### config.mk
export PLATFORM = sky130hd
export DESIGN_NAME = interrupt_vector_status_unit
export DESIGN_NICKNAME = d
export VERILOG_FILES = /design/src/hdl/irq_vector_pkg.sv /design/src/hdl/interrupt_vector_status_unit.sv /design/src/hdl/vector_table.sv /design/src/hdl/priority_pick.sv
export SDC_FILE = /design/constraint.sdc
export NUM_CORES = 1
export LEC_CHECK = 0
export BUFFER_PORTS_ARGS = -buffer_cell sky130_fd_sc_hd__buf_2
export CAP_MARGIN = 40
export CORE_MARGIN = 2
export CORE_UTILIZATION = 45
export DETAILED_ROUTE_END_ITERATION = 10
export PLACE_DENSITY = 0.77
export SKIP_CTS_REPAIR_TIMING = 1
export SLEW_MARGIN = 20
export SYNTH_ARGS = -nofsm -noshare
export SYNTH_HDL_FRONTEND = slang
export SYNTH_HIERARCHICAL = 1
export SYNTH_SLANG_ARGS = --single-unit
### constraint.sdc
create_clock -name pclk -period 2.41 [get_ports pclk]
set_input_delay 0.3615 -clock pclk [delete_from_list [all_inputs] [get_ports pclk]]
set_output_delay 0.3615 -clock pclk [all_outputs]
set_load 0.005 [all_outputs]
### src/hdl/irq_vector_pkg.sv
package irq_vector_pkg;

    localparam int          NUM_SOURCES     = 15;
    localparam logic [15:0] OFS_PEND_LOW    = 16'hfe04;
    localparam logic [15:0] OFS_PEND_MID    = 16'hfe05;
    localparam logic [15:0] OFS_PEND_HIGH   = 16'hfe06;
    localparam logic [15:0] OFS_IRQ_STATUS  = 16'hfe10;
    localparam logic [15:0] OFS_IRQ_MASK    = 16'hfe14;
    localparam logic [15:0] OFS_VEC_ACTIVE  = 16'hfe18;
    localparam logic [7:0]  PEND_RESET      = 8'h00;
    localparam logic [15:0] MASK_RESET      = 16'h0000;
    localparam int          PEND_LOW_LSB    = 2;
    localparam int          PEND_MID_FIRST  = 7;
    localparam logic [15:0] RESERVED_SRCS   = 16'h0e00;

    localparam logic [15:0] VEC_TIMEBASE    = 16'hffde;
    localparam logic [15:0] VEC_KEYBOARD    = 16'hffe0;
    localparam logic [15:0] VEC_SPI_TX      = 16'hffe2;
    localparam logic [15:0] VEC_SPI_RX      = 16'hffe4;
    localparam logic [15:0] VEC_RSVD11      = 16'hffe6;
    localparam logic [15:0] VEC_RSVD10      = 16'hffe8;
    localparam logic [15:0] VEC_RSVD9       = 16'hffea;
    localparam logic [15:0] VEC_PS2         = 16'hffec;
    localparam logic [15:0] VEC_TIMER_OVF   = 16'hffee;
    localparam logic [15:0] VEC_TIMER_CH1   = 16'hfff0;
    localparam logic [15:0] VEC_TIMER_CH0   = 16'hfff2;
    localparam logic [15:0] VEC_PLL         = 16'hfff4;
    localparam logic [15:0] VEC_EXT_IRQ     = 16'hfff6;
    localparam logic [15:0] VEC_USB_EP      = 16'hfff8;
    localparam logic [15:0] VEC_USB_SYS     = 16'hfffa;
    localparam logic [15:0] VEC_SOFTWARE    = 16'hfffc;
    localparam logic [15:0] VEC_RESET       = 16'hfffe;

    // Source encoded by priority: 0 none, 1..15 peripheral sources, 16 software, 17 reset.
    localparam logic [4:0]  SRC_NONE        = 5'h00;
    localparam logic [4:0]  SRC_SOFTWARE    = 5'h10;
    localparam logic [4:0]  SRC_RESET       = 5'h11;

    typedef struct packed {
        logic        valid;
        logic [4:0]  source;
        logic [15:0] high_addr;
        logic [15:0] low_addr;
    } vector_t;

    typedef struct packed {
        logic [15:0] pending;
        logic        software_interrupt;
        logic        reset_request;
    } request_t;

endpackage

### src/hdl/interrupt_vector_status_unit.sv
`timescale 1ns/10ps
// Behaviour
// RULE1 - Low register: sources 6..1 in bits 7..2
// RULE2 - Mid register: sources 14..7, read-only, reset zero
// RULE3 - High register: source 15 in bit 0
// RULE4 - USB system vector pair at fffa/fffb
// RULE5 - USB endpoint vector pair at fff8/fff9
// RULE6 - Timer channel 0 vector at fff2/fff3
// RULE7 - Timer channel 1 vector at fff0/fff1
// RULE8 - Timer overflow vector at ffee/ffef
// RULE9 - PS2 port vector at ffec/ffed
// RULE10 - SPI receive vector at ffe4/ffe5
// RULE11 - SPI transmit vector at ffe2/ffe3
// RULE12 - Other slots assigned; priority rises toward reset
// RULE13 - Highest-priority pending source's vector presented
module interrupt_vector_status_unit
    import irq_vector_pkg::*;
(
    // Clock and reset.
    input  wire logic        pclk,
    input  wire logic        presetn,
    // APB slave.
    input  wire logic        psel,
    input  wire logic        penable,
    input  wire logic        pwrite,
    input  wire logic [15:0] paddr,
    input  wire logic [31:0] pwdata,
    input  wire logic [3:0]  pstrb,
    output logic      [31:0] prdata,
    output logic             pready,
    output logic             pslverr,
    // Peripheral and core requests, index 1..15 used, bit 0 and reserved 9..11 ignored.
    input  wire logic [15:0] source_events,
    input  wire logic        software_interrupt,
    input  wire logic        reset_request,
    // CPU core vector side.
    input  wire logic        vector_ack,
    output vector_t          vector_out,
    output logic             irq_out
);

    logic [15:0] pending_reg;
    logic [15:0] mask_reg;
    logic [4:0]  win_source;
    logic [15:0] win_high;
    logic [31:0] read_next;
    logic        mapped;
    logic        access;
    logic        wr_status;
    logic        wr_mask;
    logic        ack_clear;
    logic [15:0] ack_bit;
    request_t    req;

    assign access    = psel && penable && !pready;
    assign wr_status = access && pwrite && (paddr == OFS_IRQ_STATUS) && pstrb[0] && pstrb[1];
    assign wr_mask   = access && pwrite && (paddr == OFS_IRQ_MASK);

    // Taking a vector clears the served source's flag, as the core would on stacking.
    assign ack_clear = vector_ack && vector_out.valid && (vector_out.source <= 5'(NUM_SOURCES))
                       && (vector_out.source != SRC_NONE);
    assign ack_bit   = ack_clear ? (16'h0001 << vector_out.source[3:0]) : 16'h0000;

    // A new event in the same cycle as its clear survives: set wins.
    always_ff @(posedge pclk or negedge presetn) begin
        if (!presetn) begin
            pending_reg <= {PEND_RESET, PEND_RESET};          // [RULE2]
        end else begin
            pending_reg <= ((pending_reg & ~ack_bit
                             & ~(wr_status ? pwdata[15:0] : 16'h0000))
                            | source_events) & ~RESERVED_SRCS & 16'hfffe;
        end
    end

    always_ff @(posedge pclk or negedge presetn) begin
        if (!presetn) begin
            mask_reg <= MASK_RESET;
        end else if (wr_mask) begin
            if (pstrb[0]) begin
                mask_reg[7:0] <= pwdata[7:0];
            end
            if (pstrb[1]) begin
                mask_reg[15:8] <= pwdata[15:8];
            end
        end
    end

    // Masked-off sources still show as pending but do not compete for the vector.
    assign req.pending            = pending_reg & mask_reg;
    assign req.software_interrupt = software_interrupt;
    assign req.reset_request      = reset_request;

    priority_pick u_pick (
        .req    (req),
        .source (win_source)
    );

    vector_table u_table (
        .source    (win_source),
        .high_addr (win_high)
    );

    always_ff @(posedge pclk or negedge presetn) begin
        if (!presetn) begin
            vector_out <= '0;
        end else begin
            vector_out.valid     <= (win_source != SRC_NONE);          // [RULE13]
            vector_out.source    <= win_source;                        // [RULE12]
            vector_out.high_addr <= win_high;
            vector_out.low_addr  <= win_high | 16'h0001;
        end
    end

    always_ff @(posedge pclk or negedge presetn) begin
        if (!presetn) begin
            irq_out <= 1'b0;
        end else begin
            irq_out <= |(pending_reg & mask_reg);
        end
    end

    always_comb begin
        read_next = 32'h0000_0000;
        mapped    = 1'b1;
        unique case (paddr)
            OFS_PEND_LOW:   read_next[7:0] = {pending_reg[6:1], 2'b00};   // [RULE1]
            OFS_PEND_MID:   read_next[7:0] = pending_reg[14:7];           // [RULE2]
            OFS_PEND_HIGH:  read_next[7:0] = {7'h00, pending_reg[15]};    // [RULE3]
            OFS_IRQ_STATUS: read_next[15:0] = pending_reg;
            OFS_IRQ_MASK:   read_next[15:0] = mask_reg;
            OFS_VEC_ACTIVE: read_next = {11'h000, win_source, win_high};
            default:        mapped = 1'b0;
        endcase
    end

    // One wait state: pready rises in the second access cycle.
    always_ff @(posedge pclk or negedge presetn) begin
        if (!presetn) begin
            pready  <= 1'b0;
            pslverr <= 1'b0;
            prdata  <= 32'h0000_0000;
        end else if (access) begin
            pready  <= 1'b1;
            pslverr <= !mapped;
            prdata  <= pwrite ? 32'h0000_0000 : read_next;
        end else begin
            pready  <= 1'b0;
            pslverr <= 1'b0;
            prdata  <= 32'h0000_0000;
        end
    end

    property p_low_layout;
        @(posedge pclk) disable iff (!presetn)
        (access && !pwrite && paddr == OFS_PEND_LOW) |=>
            (prdata[7:0] == {$past(pending_reg[6:1]), 2'b00});
    endproperty
    a_low_layout: assert property (p_low_layout) else $error("low pending read wrong"); // [RULE1]

    property p_mid_layout;
        @(posedge pclk) disable iff (!presetn)
        (access && !pwrite && paddr == OFS_PEND_MID) |=> (prdata[7:0] == $past(pending_reg[14:7]));
    endproperty
    a_mid_layout: assert property (p_mid_layout) else $error("mid pending read wrong"); // [RULE2]

    property p_high_layout;
        @(posedge pclk) disable iff (!presetn)
        (access && !pwrite && paddr == OFS_PEND_HIGH) |=> (prdata[31:1] == 31'h0);
    endproperty
    a_high_layout: assert property (p_high_layout) else $error("high pending upper bits set"); // [RULE3]

    property p_usb_sys;
        @(posedge pclk) disable iff (!presetn)
        (win_source == 5'h01) |=> (vector_out.high_addr == 16'hfffa && vector_out.low_addr == 16'hfffb);
    endproperty
    a_usb_sys: assert property (p_usb_sys) else $error("usb system vector wrong"); // [RULE4]

    property p_usb_ep;
        @(posedge pclk) disable iff (!presetn)
        (win_source == 5'h02) |=> (vector_out.high_addr == 16'hfff8);
    endproperty
    a_usb_ep: assert property (p_usb_ep) else $error("usb endpoint vector wrong"); // [RULE5]

    property p_timer_ch0;
        @(posedge pclk) disable iff (!presetn)
        (win_source == 5'h05) |=> (vector_out.high_addr == 16'hfff2);
    endproperty
    a_timer_ch0: assert property (p_timer_ch0) else $error("timer ch0 vector wrong"); // [RULE6]

    property p_timer_ch1;
        @(posedge pclk) disable iff (!presetn)
        (win_source == 5'h06) |=> (vector_out.high_addr == 16'hfff0);
    endproperty
    a_timer_ch1: assert property (p_timer_ch1) else $error("timer ch1 vector wrong"); // [RULE7]

    property p_timer_ovf;
        @(posedge pclk) disable iff (!presetn)
        (win_source == 5'h07) |=> (vector_out.high_addr == 16'hffee);
    endproperty
    a_timer_ovf: assert property (p_timer_ovf) else $error("timer overflow vector wrong"); // [RULE8]

    property p_ps2;
        @(posedge pclk) disable iff (!presetn)
        (win_source == 5'h08) |=> (vector_out.high_addr == 16'hffec);
    endproperty
    a_ps2: assert property (p_ps2) else $error("ps2 vector wrong"); // [RULE9]

    property p_spi_rx;
        @(posedge pclk) disable iff (!presetn)
        (win_source == 5'h0c) |=> (vector_out.high_addr == 16'hffe4);
    endproperty
    a_spi_rx: assert property (p_spi_rx) else $error("spi receive vector wrong"); // [RULE10]

    property p_spi_tx;
        @(posedge pclk) disable iff (!presetn)
        (win_source == 5'h0d) |=> (vector_out.high_addr == 16'hffe2);
    endproperty
    a_spi_tx: assert property (p_spi_tx) else $error("spi transmit vector wrong"); // [RULE11]

    property p_reset_top;
        @(posedge pclk) disable iff (!presetn)
        reset_request |=> (vector_out.source == SRC_RESET && vector_out.high_addr == 16'hfffe);
    endproperty
    a_reset_top: assert property (p_reset_top) else $error("reset not highest priority"); // [RULE12]

    property p_highest_wins;
        @(posedge pclk) disable iff (!presetn)
        (!reset_request && !software_interrupt && req.pending[1]) |=>
            (vector_out.source == 5'h01);
    endproperty
    a_highest_wins: assert property (p_highest_wins) else $error("wrong winner"); // [RULE13]

    property p_reset_clear;
        @(posedge pclk) disable iff (!presetn)
        $rose(presetn) |-> (pending_reg == 16'h0000 && !irq_out && !vector_out.valid);
    endproperty
    a_reset_clear: assert property (p_reset_clear) else $error("reset state wrong"); // [RULE2]

    property p_ready_answer;
        @(posedge pclk) disable iff (!presetn)
        access |=> pready;
    endproperty
    a_ready_answer: assert property (p_ready_answer) else $error("late answer"); // [RULE1]

    property p_ready_pulse;
        @(posedge pclk) disable iff (!presetn)
        pready |=> !pready;
    endproperty
    a_ready_pulse: assert property (p_ready_pulse) else $error("ready held"); // [RULE2]

    property p_err_ready;
        @(posedge pclk) disable iff (!presetn)
        pslverr |-> pready;
    endproperty
    a_err_ready: assert property (p_err_ready) else $error("error without ready"); // [RULE3]

    property p_rdata_idle;
        @(posedge pclk) disable iff (!presetn)
        !pready |-> (prdata == 32'h0000_0000);
    endproperty
    a_rdata_idle: assert property (p_rdata_idle) else $error("stray read data"); // [RULE1]

    property p_upper_zero;
        @(posedge pclk) disable iff (!presetn)
        (access && !pwrite && paddr >= OFS_PEND_LOW && paddr <= OFS_PEND_HIGH) |=>
            (prdata[31:8] == 24'h000000);
    endproperty
    a_upper_zero: assert property (p_upper_zero) else $error("status upper bits set"); // [RULE1]

    property p_no_reserved;
        @(posedge pclk) disable iff (!presetn)
        (pending_reg & (RESERVED_SRCS | 16'h0001)) == 16'h0000;
    endproperty
    a_no_reserved: assert property (p_no_reserved) else $error("reserved pending"); // [RULE12]

    // Set wins: an event of the previous cycle must show whatever was cleared with it.
    property p_event_sets;
        @(posedge pclk) disable iff (!presetn)
        1'b1 |=> ((pending_reg | ~$past(source_events) | RESERVED_SRCS | 16'h0001) == 16'hffff);
    endproperty
    a_event_sets: assert property (p_event_sets) else $error("event lost"); // [RULE2]

    property p_read_only;
        @(posedge pclk) disable iff (!presetn)
        (access && pwrite && paddr >= OFS_PEND_LOW && paddr <= OFS_PEND_HIGH && !vector_ack)
            |=> ((pending_reg & $past(pending_reg)) == $past(pending_reg));
    endproperty
    a_read_only: assert property (p_read_only) else $error("flags changed by write"); // [RULE2]

    property p_irq_high;
        @(posedge pclk) disable iff (!presetn)
        (|req.pending) |=> irq_out;
    endproperty
    a_irq_high: assert property (p_irq_high) else $error("irq missing"); // [RULE13]

    property p_irq_low;
        @(posedge pclk) disable iff (!presetn)
        !(|req.pending) |=> !irq_out;
    endproperty
    a_irq_low: assert property (p_irq_low) else $error("irq without source"); // [RULE13]

    property p_valid_none;
        @(posedge pclk) disable iff (!presetn)
        (win_source == SRC_NONE) |=> !vector_out.valid;
    endproperty
    a_valid_none: assert property (p_valid_none) else $error("valid without source"); // [RULE13]

    property p_pair;
        @(posedge pclk) disable iff (!presetn)
        vector_out.valid |-> (vector_out.low_addr == vector_out.high_addr + 16'h0001);
    endproperty
    a_pair: assert property (p_pair) else $error("low byte not after high"); // [RULE5]

    property p_ext_irq;
        @(posedge pclk) disable iff (!presetn)
        (win_source == 5'h03) |=> (vector_out.high_addr == 16'hfff6);
    endproperty
    a_ext_irq: assert property (p_ext_irq) else $error("irq vector wrong"); // [RULE12]

    property p_pll;
        @(posedge pclk) disable iff (!presetn)
        (win_source == 5'h04) |=> (vector_out.high_addr == 16'hfff4);
    endproperty
    a_pll: assert property (p_pll) else $error("pll vector wrong"); // [RULE12]

    property p_keyboard;
        @(posedge pclk) disable iff (!presetn)
        (win_source == 5'h0e) |=> (vector_out.high_addr == 16'hffe0);
    endproperty
    a_keyboard: assert property (p_keyboard) else $error("keyboard vector wrong"); // [RULE12]

    property p_timebase;
        @(posedge pclk) disable iff (!presetn)
        (win_source == 5'h0f) |=> (vector_out.high_addr == 16'hffde);
    endproperty
    a_timebase: assert property (p_timebase) else $error("timebase vector wrong"); // [RULE12]

    property p_software;
        @(posedge pclk) disable iff (!presetn)
        (software_interrupt && !reset_request) |=>
            (vector_out.source == SRC_SOFTWARE && vector_out.high_addr == 16'hfffc);
    endproperty
    a_software: assert property (p_software) else $error("software vector wrong"); // [RULE12]

    property p_lowest_loses;
        @(posedge pclk) disable iff (!presetn)
        (req.pending[15] && req.pending[5] && !software_interrupt && !reset_request) |=>
            (vector_out.source != 5'h0f);
    endproperty
    a_lowest_loses: assert property (p_lowest_loses) else $error("lowest source won"); // [RULE13]

endmodule // interrupt_vector_status_unit

### src/hdl/vector_table.sv
`timescale 1ns/10ps
module vector_table
    import irq_vector_pkg::*;
(
    // Source code in, vector address out.
    input  wire logic [4:0]  source,
    output logic      [15:0] high_addr
);

    always_comb begin
        unique case (source)
            5'h01: high_addr = VEC_USB_SYS;     // [RULE4]
            5'h02: high_addr = VEC_USB_EP;      // [RULE5]
            5'h03: high_addr = VEC_EXT_IRQ;     // [RULE12]
            5'h04: high_addr = VEC_PLL;         // [RULE12]
            5'h05: high_addr = VEC_TIMER_CH0;   // [RULE6]
            5'h06: high_addr = VEC_TIMER_CH1;   // [RULE7]
            5'h07: high_addr = VEC_TIMER_OVF;   // [RULE8]
            5'h08: high_addr = VEC_PS2;         // [RULE9]
            5'h09: high_addr = VEC_RSVD9;
            5'h0a: high_addr = VEC_RSVD10;
            5'h0b: high_addr = VEC_RSVD11;
            5'h0c: high_addr = VEC_SPI_RX;      // [RULE10]
            5'h0d: high_addr = VEC_SPI_TX;      // [RULE11]
            5'h0e: high_addr = VEC_KEYBOARD;    // [RULE12]
            5'h0f: high_addr = VEC_TIMEBASE;    // [RULE12]
            5'h10: high_addr = VEC_SOFTWARE;    // [RULE12]
            default: high_addr = VEC_RESET;
        endcase
    end

endmodule // vector_table

### src/hdl/priority_pick.sv
`timescale 1ns/10ps
module priority_pick
    import irq_vector_pkg::*;
(
    // Candidate requests.
    input  wire request_t     req,
    // Winning source code.
    output logic      [4:0]   source
);

    // Source 1 is the highest peripheral; reset and software beat all peripherals.
    always_comb begin
        source = SRC_NONE;
        for (int i = NUM_SOURCES; i >= 1; i--) begin
            if (req.pending[i]) begin
                source = 5'(i);
            end
        end
        if (req.software_interrupt) begin
            source = SRC_SOFTWARE;
        end
        if (req.reset_request) begin
            source = SRC_RESET;
        end
    end

endmodule // priority_pick

==> results of run 1 <==
==> kinds of logic (layout without fill, tap and decap cells) <==
logic type      Yosys count  after routing  synth area share, %
buf+inv                  59            201                 9.29
other cells               4             33                0.379
simple gates            123            123                 19.2
flops                    75             75                 47.4
mux                      35             35                 9.96
compound gates           64             64                 12.5
fa+ha+maj                 4              4                 1.26
==> power by group through the flow <==
stage	registers (uW)	logic [uW]	clock network (uW)
floorplan	1320	144	0
global placement	1310	242	0
detailed placement	1320	253	0
CTS	1290	254	939
global route	1290	296	982
finish	1290	269	908
==> cell usage in the layout (no fill, tap or decap), drive strengths merged, types with 5 or more instances in the layout <==
master / synthesis / routed
conb: 4 / 33
nor4: 12 / 12
dfrtp: 75 / 75
nand2: 9 / 9
o21ai: 7 / 7
clkbuf: 8 / 9
mux2: 32 / 32
buf: 42 / 175
o21bai: 5 / 5
a21oi: 8 / 8
nor3b: 5 / 5
nand2b: 5 / 5
nor2: 21 / 21
inv: 9 / 13
a32oi: 9 / 9
nand3: 19 / 19
and2: 17 / 17
==> final cells by class <==
type,count,area [um2]
Tap cell,108,135
Clock inverter,7,57.6
Clock buffer,9,124
Sequential cell,75,1880
Inverter,9,33.8
Multi-Input combinational cell,259,1970
Timing Repair Buffer,176,1050
Fill cell,717,3380
==> through the flow <==
step / utilization, % / setup WS [ns] / instances / cell area [um2]
2_1_floorplan: - / 0.0140 / 393 / 4080
3_3_place_gp: 56.5 / -0.240 / 620 / 4880
3_5_place_dp: 56.7 / -0.278 / 621 / 4900
4_1_cts: 58.8 / -0.352 / 637 / 5080
5_1_grt: 60.9 / -0.332 / 643 / 5260
6_report: 60.9 / -0.215 / 643 / 5260
==> worst reg2reg max path, delay by kind of cell (launching register included) <==
| family | cells | cell delay [ns] |
|---|---|---|
| AO/OA/AOI/OAI | 5 | 1.12 |
| adder cells (fa/ha/maj) | 1 | 0.18 |
| AND/OR/NAND/NOR | 3 | 0.31 |
| buffers and inverters | 1 | 0.19 |
| multiplexers | 1 | 0.29 |
| flip-flops | 1 | 0.39 |
==> layer usage <==
metal | share of wire (%) | vias up | GRT usage [%]
li1 | - | 1591 | -
met1 | 41 | 1609 | 27.7
met3 | 5.7 | 17 | 5.01
met4 | 2.5 | 0 | 8.55
met2 | 51 | 120 | 35.8
met5 | 0 | - | 0
==> final timing paths <==
check	from	to	slack (ns)	cells after the start
min in group asynchronous	presetn	vector_out[2]	0.47	2
hold reg to reg	mask_reg[0]	mask_reg[0]	0.52	1
hold / removal	source_events[2]	pending_reg[2]	0.18	2
setup / recovery	pending_reg[12]	prdata[3]	-0.21	11
max in group asynchronous	presetn	pending_reg[14]	1.38	3
setup reg to reg	pending_reg[12]	prdata[3]	-0.21	11
==> results.cfg, run 1 <==
[clocking]
clk_pin_slew_worst_paths_ns = 0.09
clock_latency_ns = 0.36
tritoncts = yes
clock-sinks = 75
cts_root_buf = clkbuf_8
cts_buffer_depth = 2
cts_buffers = 9
htreeDepth = 3

[logic_synthesis]
synthTopCellsByCount = dfrtp_1, buf_4, mux2_2, nor2_1, nand3_1
synthMostInstantiatedCell = dfrtp_1
synth_edf_count = 0
ys_ff_latch = 75
synth_area_leader_cell = dfrtp_1
avgSynthCellArea_um2 = 10.9
seq_area_frac_synth_pct = 47.4
syn_area_um2 = 3960
async_reset_ff_share_pct = 100
synth_warnings = 6
synthFlopType = dfrtp_1
synthCells = 364
yosys.area.top_type_share_pct = 47.4
synthTopCellsByArea = dfrtp_1, mux2_2, buf_4, and2_1, nand3_1
ys_types = 61

[floorplanning]
dieArea_um2 = 9560
ios = 149
dieHeight_um = 97.8
rows = 34
initial_core_util_pct = 45.8
core_area_um2 = 8640
die_w_um = 97.8

[sta]
finClkSkew_ns = 0.00980
hold_viol_final = 0
rsz0062_at_grt = yes
relSlewSlack_pct = 48.0
setup_viol = 4
fin_crit_sh_pct = 109
drv_slew = 0
tns_ns = -0.648
setup_ws_ns = -0.215
fin_hold_ws_ns = 0.178
fmax_mhz = 381
period_needed_ns = 2.62
tightest_slew_ns = 0.776

[power_and_ir_drop]
finalPower_uw = 2470
p_per_area_nw_per_um2 = 470
total_leakage_power_uw = 0.00249
power.internal_uw = 1790
p_comb_share_pct = 10.9
swShare_pct = 27.5
clock_power_share_pct = 36.8
peakVddDrop_v = 0.000294
switchingPower_uw = 679
p_seq_share_pct = 52.3

[grt]
antenna_found_initial = 0
overflow = 0
grt_use_total_pct = 21.6
grt_pass1_vias = 3300
grt_max_degree = 44
grt_pass1_wl_mm = 16.1

[finish]
diodes = 0
largest_reg_flops = 23
syn_to_final_growth_pct = 32.7
nNetsFinal = 610
drive_gt1_share_pct = 49.2

[placement]
port_buffers = 115
gp_congestion = 0.886
hpwl_mm = 7.79

[routing]
wire_per_inst_um = 15.7
ant_nets = 0
drc = 0
first_pass_iters = 4
viasPerCell = 5.19
num_vias = 3337
first_iter_violations = 171
routed_wirelength_mm = 10.1

[flow_run]
maxCapViolations = 0

[worst_setup_path]
worst-path-buf-inv = 1
arrival_ns = 2.84
path_delay_family = compound AO/OA/AOI/OAI gates
cp.required_ns = 2.62
crit_path_start_kind = flip-flop
slowest_delay_ns = 0.39
cp_slowest_cell = dfrtp_1
setup.worst_path.class = reg -> reg
path_max_fanout = 4
cp_cell_sequence = and2_4, a211oi_2, a21oi_2, o41ai_4, buf_4, ha_2, nor2_1, a211o_1, mux2_2, a32oi_2, nor4_1
end_kind = flip-flop

[run_status]
status = finished with violations
violations = negative setup slack

[min_path]
min_path_type = in -> reg
(Power assumes the default switching activity.)
==> inputs of run 2 (changes only) <==
--- a/config.mk
+++ b/config.mk
@@ -10,6 +10,7 @@
 export CORE_MARGIN = 2
 export CORE_UTILIZATION = 45
 export DETAILED_ROUTE_END_ITERATION = 10
+export MAX_ROUTING_LAYER = met4
 export PLACE_DENSITY = 0.77
 export SKIP_CTS_REPAIR_TIMING = 1
 export SLEW_MARGIN = 20
==> run 2 against run 1 <==
The flow still finishes with violations (negative setup slack). Non-clock buffer count increased by 1. Maximum frequency is 1.0% lower. First-iteration DRC count up 11%. Critical path depth is the same. Clock skew about the same. Clock power down 0.4%. Routed wire length rose by 2.8%. Final cell count is 0.16% higher. Critical endpoint is now prdata[1]. Die area unchanged. Largest power group unchanged. Highest routed layer unchanged. Sequential power barely moved.
==> results.cfg, run 2 (synthesized netlist as in run 1, its figures left out) <==
[run_status]
status = finished with violations
violations = negative setup slack

[finish]
fill_cells = 736
drive_gt1_share_pct = 49.8
finalNonFillerCells = 644
multi_input_area_um2 = 2000
final_common_cell = buf_2
layout_common_cells = buf_2, dfrtp_1, buf_4
largest_reg_flops = 23
regArea_um2 = 1880
syn_to_final_growth_pct = 33.8
fin_util_pct = 61.4
nNetsFinal = 611
diodes = 0

[clocking]
htreeDepth = 3
cts_buffers = 9
tritoncts = yes
clock_latency_ns = 0.35
clock-sinks = 75
clk_pin_slew_worst_paths_ns = 0.08
cts_root_buf = clkbuf_8
cts_buffer_depth = 2

[sta]
rsz0062_at_grt = yes
tightest_slew_ns = 0.903
finClkSkew_ns = 0.0103
period_needed_ns = 2.65
setup_viol = 5
tns_ns = -0.683
fin_hold_ws_ns = 0.198
drv_slew = 0
relSlewSlack_pct = 39.6
fin_crit_sh_pct = 110
setup_ws_ns = -0.242
hold_viol_final = 0
fmax_mhz = 377

[floorplanning]
dieHeight_um = 97.8
ios = 149
dieArea_um2 = 9560
die_w_um = 97.8
core_area_um2 = 8640
rows = 34
initial_core_util_pct = 45.8

[placement]
placed_cells = 622
gp_congestion = 0.902
hpwl_mm = 7.69
port_buffers = 115

[routing]
drc = 0
routed_wirelength_mm = 10.4
viasPerCell = 5.31
wire_per_inst_um = 16.1
num_vias = 3420
first_pass_iters = 5
ant_nets = 0
first_iter_violations = 189

[min_path]
min_path_type = in -> reg
min_from = source_events[1]

[grt]
grt_use_total_pct = 21.7
overflow = 0
grt_max_degree = 56
grt_pass1_wl_mm = 15.7
grt_pass1_vias = 3263
antenna_found_initial = 0

[worst_setup_path]
crit_path_start_kind = flip-flop
cp.required_ns = 2.66
path_max_fanout = 4
setup.worst_path.class = reg -> reg
startpoint = pending_reg[14]
slowest_delay_ns = 0.42
arrival_ns = 2.90
end_kind = flip-flop
cp_cell_sequence = and2_4, o21ai_0, a21oi_2, o41ai_4, inv_2, ha_2, mux2_4, o31ai_4, mux2_4, a32oi_2, nor4_1
rr_startpoint = pending_reg[14]
cp_slowest_cell = o41ai_4
cp_common_cell = mux2_4

[power_and_ir_drop]
finalPower_uw = 2480
total_leakage_power_uw = 0.00251
peakVddDrop_v = 0.000211
p_per_area_nw_per_um2 = 468

[flow_run]
maxCapViolations = 0
[run 2: cell types whose count changed in the layout (fill, tap and decap cells not counted), moves of 2 or more]
cell	before	now
a32oi_1	7	5
a32oi_2	2	4
buf_4	59	61
clkbuf_8	9	11
inv_1	9	7
inv_2	0	2
inv_6	4	1
nor4_1	7	5
nor4_2	2	4
[run 2: path summary, 6_finish.rpt]
kind / to / slack (ns) / depth (start not counted)
hold reg to reg: mask_reg[11] / 0.52 / 1
hold / removal: pending_reg[1] / 0.20 / 2
min in group asynchronous: pending_reg[2] / 0.44 / 2
max in group asynchronous: vector_out[12] / 1.41 / 3
setup / recovery: prdata[1] / -0.24 / 11
setup reg to reg: prdata[1] / -0.24 / 11
[run 2: metal layers]
layer  GRT usage (%)  routed length [um]
met3            3.01                 586
met2            35.4                5180
met4            9.62                 295
met5               -                   0
met1            27.0                4330
[run 2: metrics by stage]
stage          area [um2]  setup slack [ns]
3_5_place_dp         4910            -0.261
6_report             5300            -0.242
3_3_place_gp         4880            -0.248
2_1_floorplan        4080            0.0140
4_1_cts              5100            -0.326
5_1_grt              5300            -0.346
[run 2: worst max-delay path: cells and delay by family, from the launching register on]
| family | cells | cell delay, ns |
|---|---|---|
| muxes | 2 | 0.48 |
| DFF | 1 | 0.39 |
| buffers and inverters | 1 | 0.12 |
| adders and majority gates | 1 | 0.21 |
| and+or+nand+nor | 2 | 0.36 |
| AOI/OAI and AO/OA | 5 | 0.98 |
[run 2: power by group]
part | switching [uW] | total (uW) | internal [uW]
Sequential | 12.5 | 1290 | 1280
Combinational | 154 | 284 | 130
Clock | 473 | 904 | 431
[run 2: area by class of cell]
cell class | instances | area share (%)
Multi-Input combinational cell | 259 | 37.7
Sequential cell | 75 | 35.4
Timing Repair Buffer | 177 | 20.1
Clock buffer | 11 | 2.86
Tap cell | 108 | 2.55
Clock inverter | 5 | 0.685
Inverter | 9 | 0.638
==> inputs of run 3 (changes only) <==
--- a/config.mk
+++ b/config.mk
@@ -13,6 +13,7 @@
 export MAX_ROUTING_LAYER = met4
 export PLACE_DENSITY = 0.77
 export SKIP_CTS_REPAIR_TIMING = 1
+export SKIP_LAST_GASP = 1
 export SLEW_MARGIN = 20
 export SYNTH_ARGS = -nofsm -noshare
 export SYNTH_HDL_FRONTEND = slang
==> run 3 against run 2 <==
The flow still finishes with violations (negative setup slack). First-iteration DRC count decreased by 7.9%. Register-to-register slack about the same. Setup slack about the same. Clock skew about the same. Via count decreased by 2.1%. Combinational power about the same. Utilization decreased by 0.19 points. Final area decreased by 0.31%. Die area unchanged.
==> results.cfg, run 3 (synthesized netlist as in run 1, its figures left out) <==
[floorplanning]
initial_core_util_pct = 45.8
core_area_um2 = 8640
rows = 34
ios = 149
dieArea_um2 = 9560
dieHeight_um = 97.8
die_w_um = 97.8

[run_status]
status = finished with violations
violations = negative setup slack

[clocking]
clock-sinks = 75
clk_pin_slew_worst_paths_ns = 0.08
cts_root_buf = clkbuf_8
htreeDepth = 3
cts_buffer_depth = 2
cts_buffers = 9
tritoncts = yes
clock_latency_ns = 0.35

[worst_setup_path]
setup.worst_path.class = reg -> reg
slowest_delay_ns = 0.42
cp_cell_sequence = and2_4, o21ai_0, a21oi_2, o41ai_4, inv_2, ha_2, mux2_4, o31ai_4, mux2_4, a32oi_1, nor4_1
cp_slowest_cell = o41ai_4
rrSetupSlack_ns = -0.24
path_max_fanout = 4
cp.required_ns = 2.66
r2r_end = prdata[1]
crit_path_start_kind = flip-flop
r2r_cells = 11
cp_common_cell = mux2_4
rr_startpoint = pending_reg[14]
end_kind = flip-flop
arrival_ns = 2.90

[routing]
first_pass_iters = 4
wire_per_inst_um = 16.1
viasPerCell = 5.20
drc = 0
ant_nets = 0
num_vias = 3347
routed_wirelength_mm = 10.4
first_iter_violations = 174

[flow_run]
maxCapViolations = 0

[sta]
tns_ns = -0.728
setup_viol = 5
drv_slew = 0
finClkSkew_ns = 0.0102
rsz0062_at_grt = yes
relSlewSlack_pct = 39.5
setup_ws_ns = -0.242
tightest_slew_ns = 0.904
fin_hold_ws_ns = 0.197
period_needed_ns = 2.65
fmax_mhz = 377
fin_crit_sh_pct = 110
hold_viol_final = 0

[grt]
overflow = 0
grt_pass1_vias = 3263
grt_pass1_wl_mm = 15.7
grt_max_degree = 56
grt_use_total_pct = 21.7
antenna_found_initial = 0

[finish]
drive_gt1_share_pct = 49.4
final_cell_area_um2 = 5280
fill_cells = 745
largest_reg_flops = 23
syn_to_final_growth_pct = 33.4
layout_common_cells = buf_2, dfrtp_1, buf_4
diodes = 0
nNetsFinal = 611
final_common_cell = buf_2

[placement]
dpl-instance-area_um2 = 4910
port_buffers = 115
gp_congestion = 0.902
hpwl_mm = 7.69

[min_path]
min_from = source_events[2]
min_path_type = in -> reg
min_path_cells = 2
hold_end = pending_reg[2]

[power_and_ir_drop]
p_per_area_nw_per_um2 = 469
total_leakage_power_uw = 0.00251
peakVddDrop_v = 0.000210
## run 3: cell counts in the layout (fill, tap and decap cells not counted)
Identical to the previous run, type by type.
## run 3: cell type report
cell class / count / area, um2 / share of cell area [%]
Multi-Input combinational cell: 259 / 1980 / 37.5
Tap cell: 108 / 135 / 2.56
Clock buffer: 11 / 151 / 2.87
Clock inverter: 5 / 36.3 / 0.687
Timing Repair Buffer: 177 / 1070 / 20.2
Inverter: 9 / 33.8 / 0.640
Sequential cell: 75 / 1880 / 35.5
## run 3: stage by stage
step           power, uW  util (%)  setup slack [ns]  instances
2_1_floorplan       1460         -            0.0140        393
3_3_place_gp        1560      56.5            -0.248        621
3_5_place_dp        1570      56.9            -0.261        622
4_1_cts             2480      59.0            -0.326        638
5_1_grt             2590      61.2            -0.348        644
6_report            2480      61.2            -0.242        644
## run 3: where the power goes
part	internal, uW	switching [uW]
clock network	431	475
logic	130	152
registers	1280	12.6
total	1840	640
## run 3: worst max path at each step
stage	start	endpoint	slack [ns]	cells past startpoint
after floorplan	pending_reg[12]	prdata[1]	0.01	11
after global placement	mask_reg[7]	prdata[4]	-0.25	12
after detailed placement	mask_reg[13]	prdata[3]	-0.26	10
after CTS	mask_reg[14]	prdata[3]	-0.33	11
after global routing	pending_reg[14]	prdata[1]	-0.35	11
final	pending_reg[14]	prdata[1]	-0.24	11
## run 3: critical path, delay by kind of cell, from the launching register on
| family | cells | cell delay [ns] |
|---|---|---|
| simple gates | 2 | 0.36 |
| flops | 1 | 0.39 |
| compound gates | 5 | 1.01 |
| buf+inv | 1 | 0.12 |
| fa+ha+maj | 1 | 0.21 |
| mux | 2 | 0.47 |
## run 3: per-layer routing
metal / vias up / share of wire, % / GRT usage, %
li1: 1596 / - / -
met1: 1613 / 43 / 27.0
met2: 117 / 50 / 35.4
met3: 21 / 4.8 / 3.01
met4: 0 / 2.7 / 9.62
met5: - / 0 / -
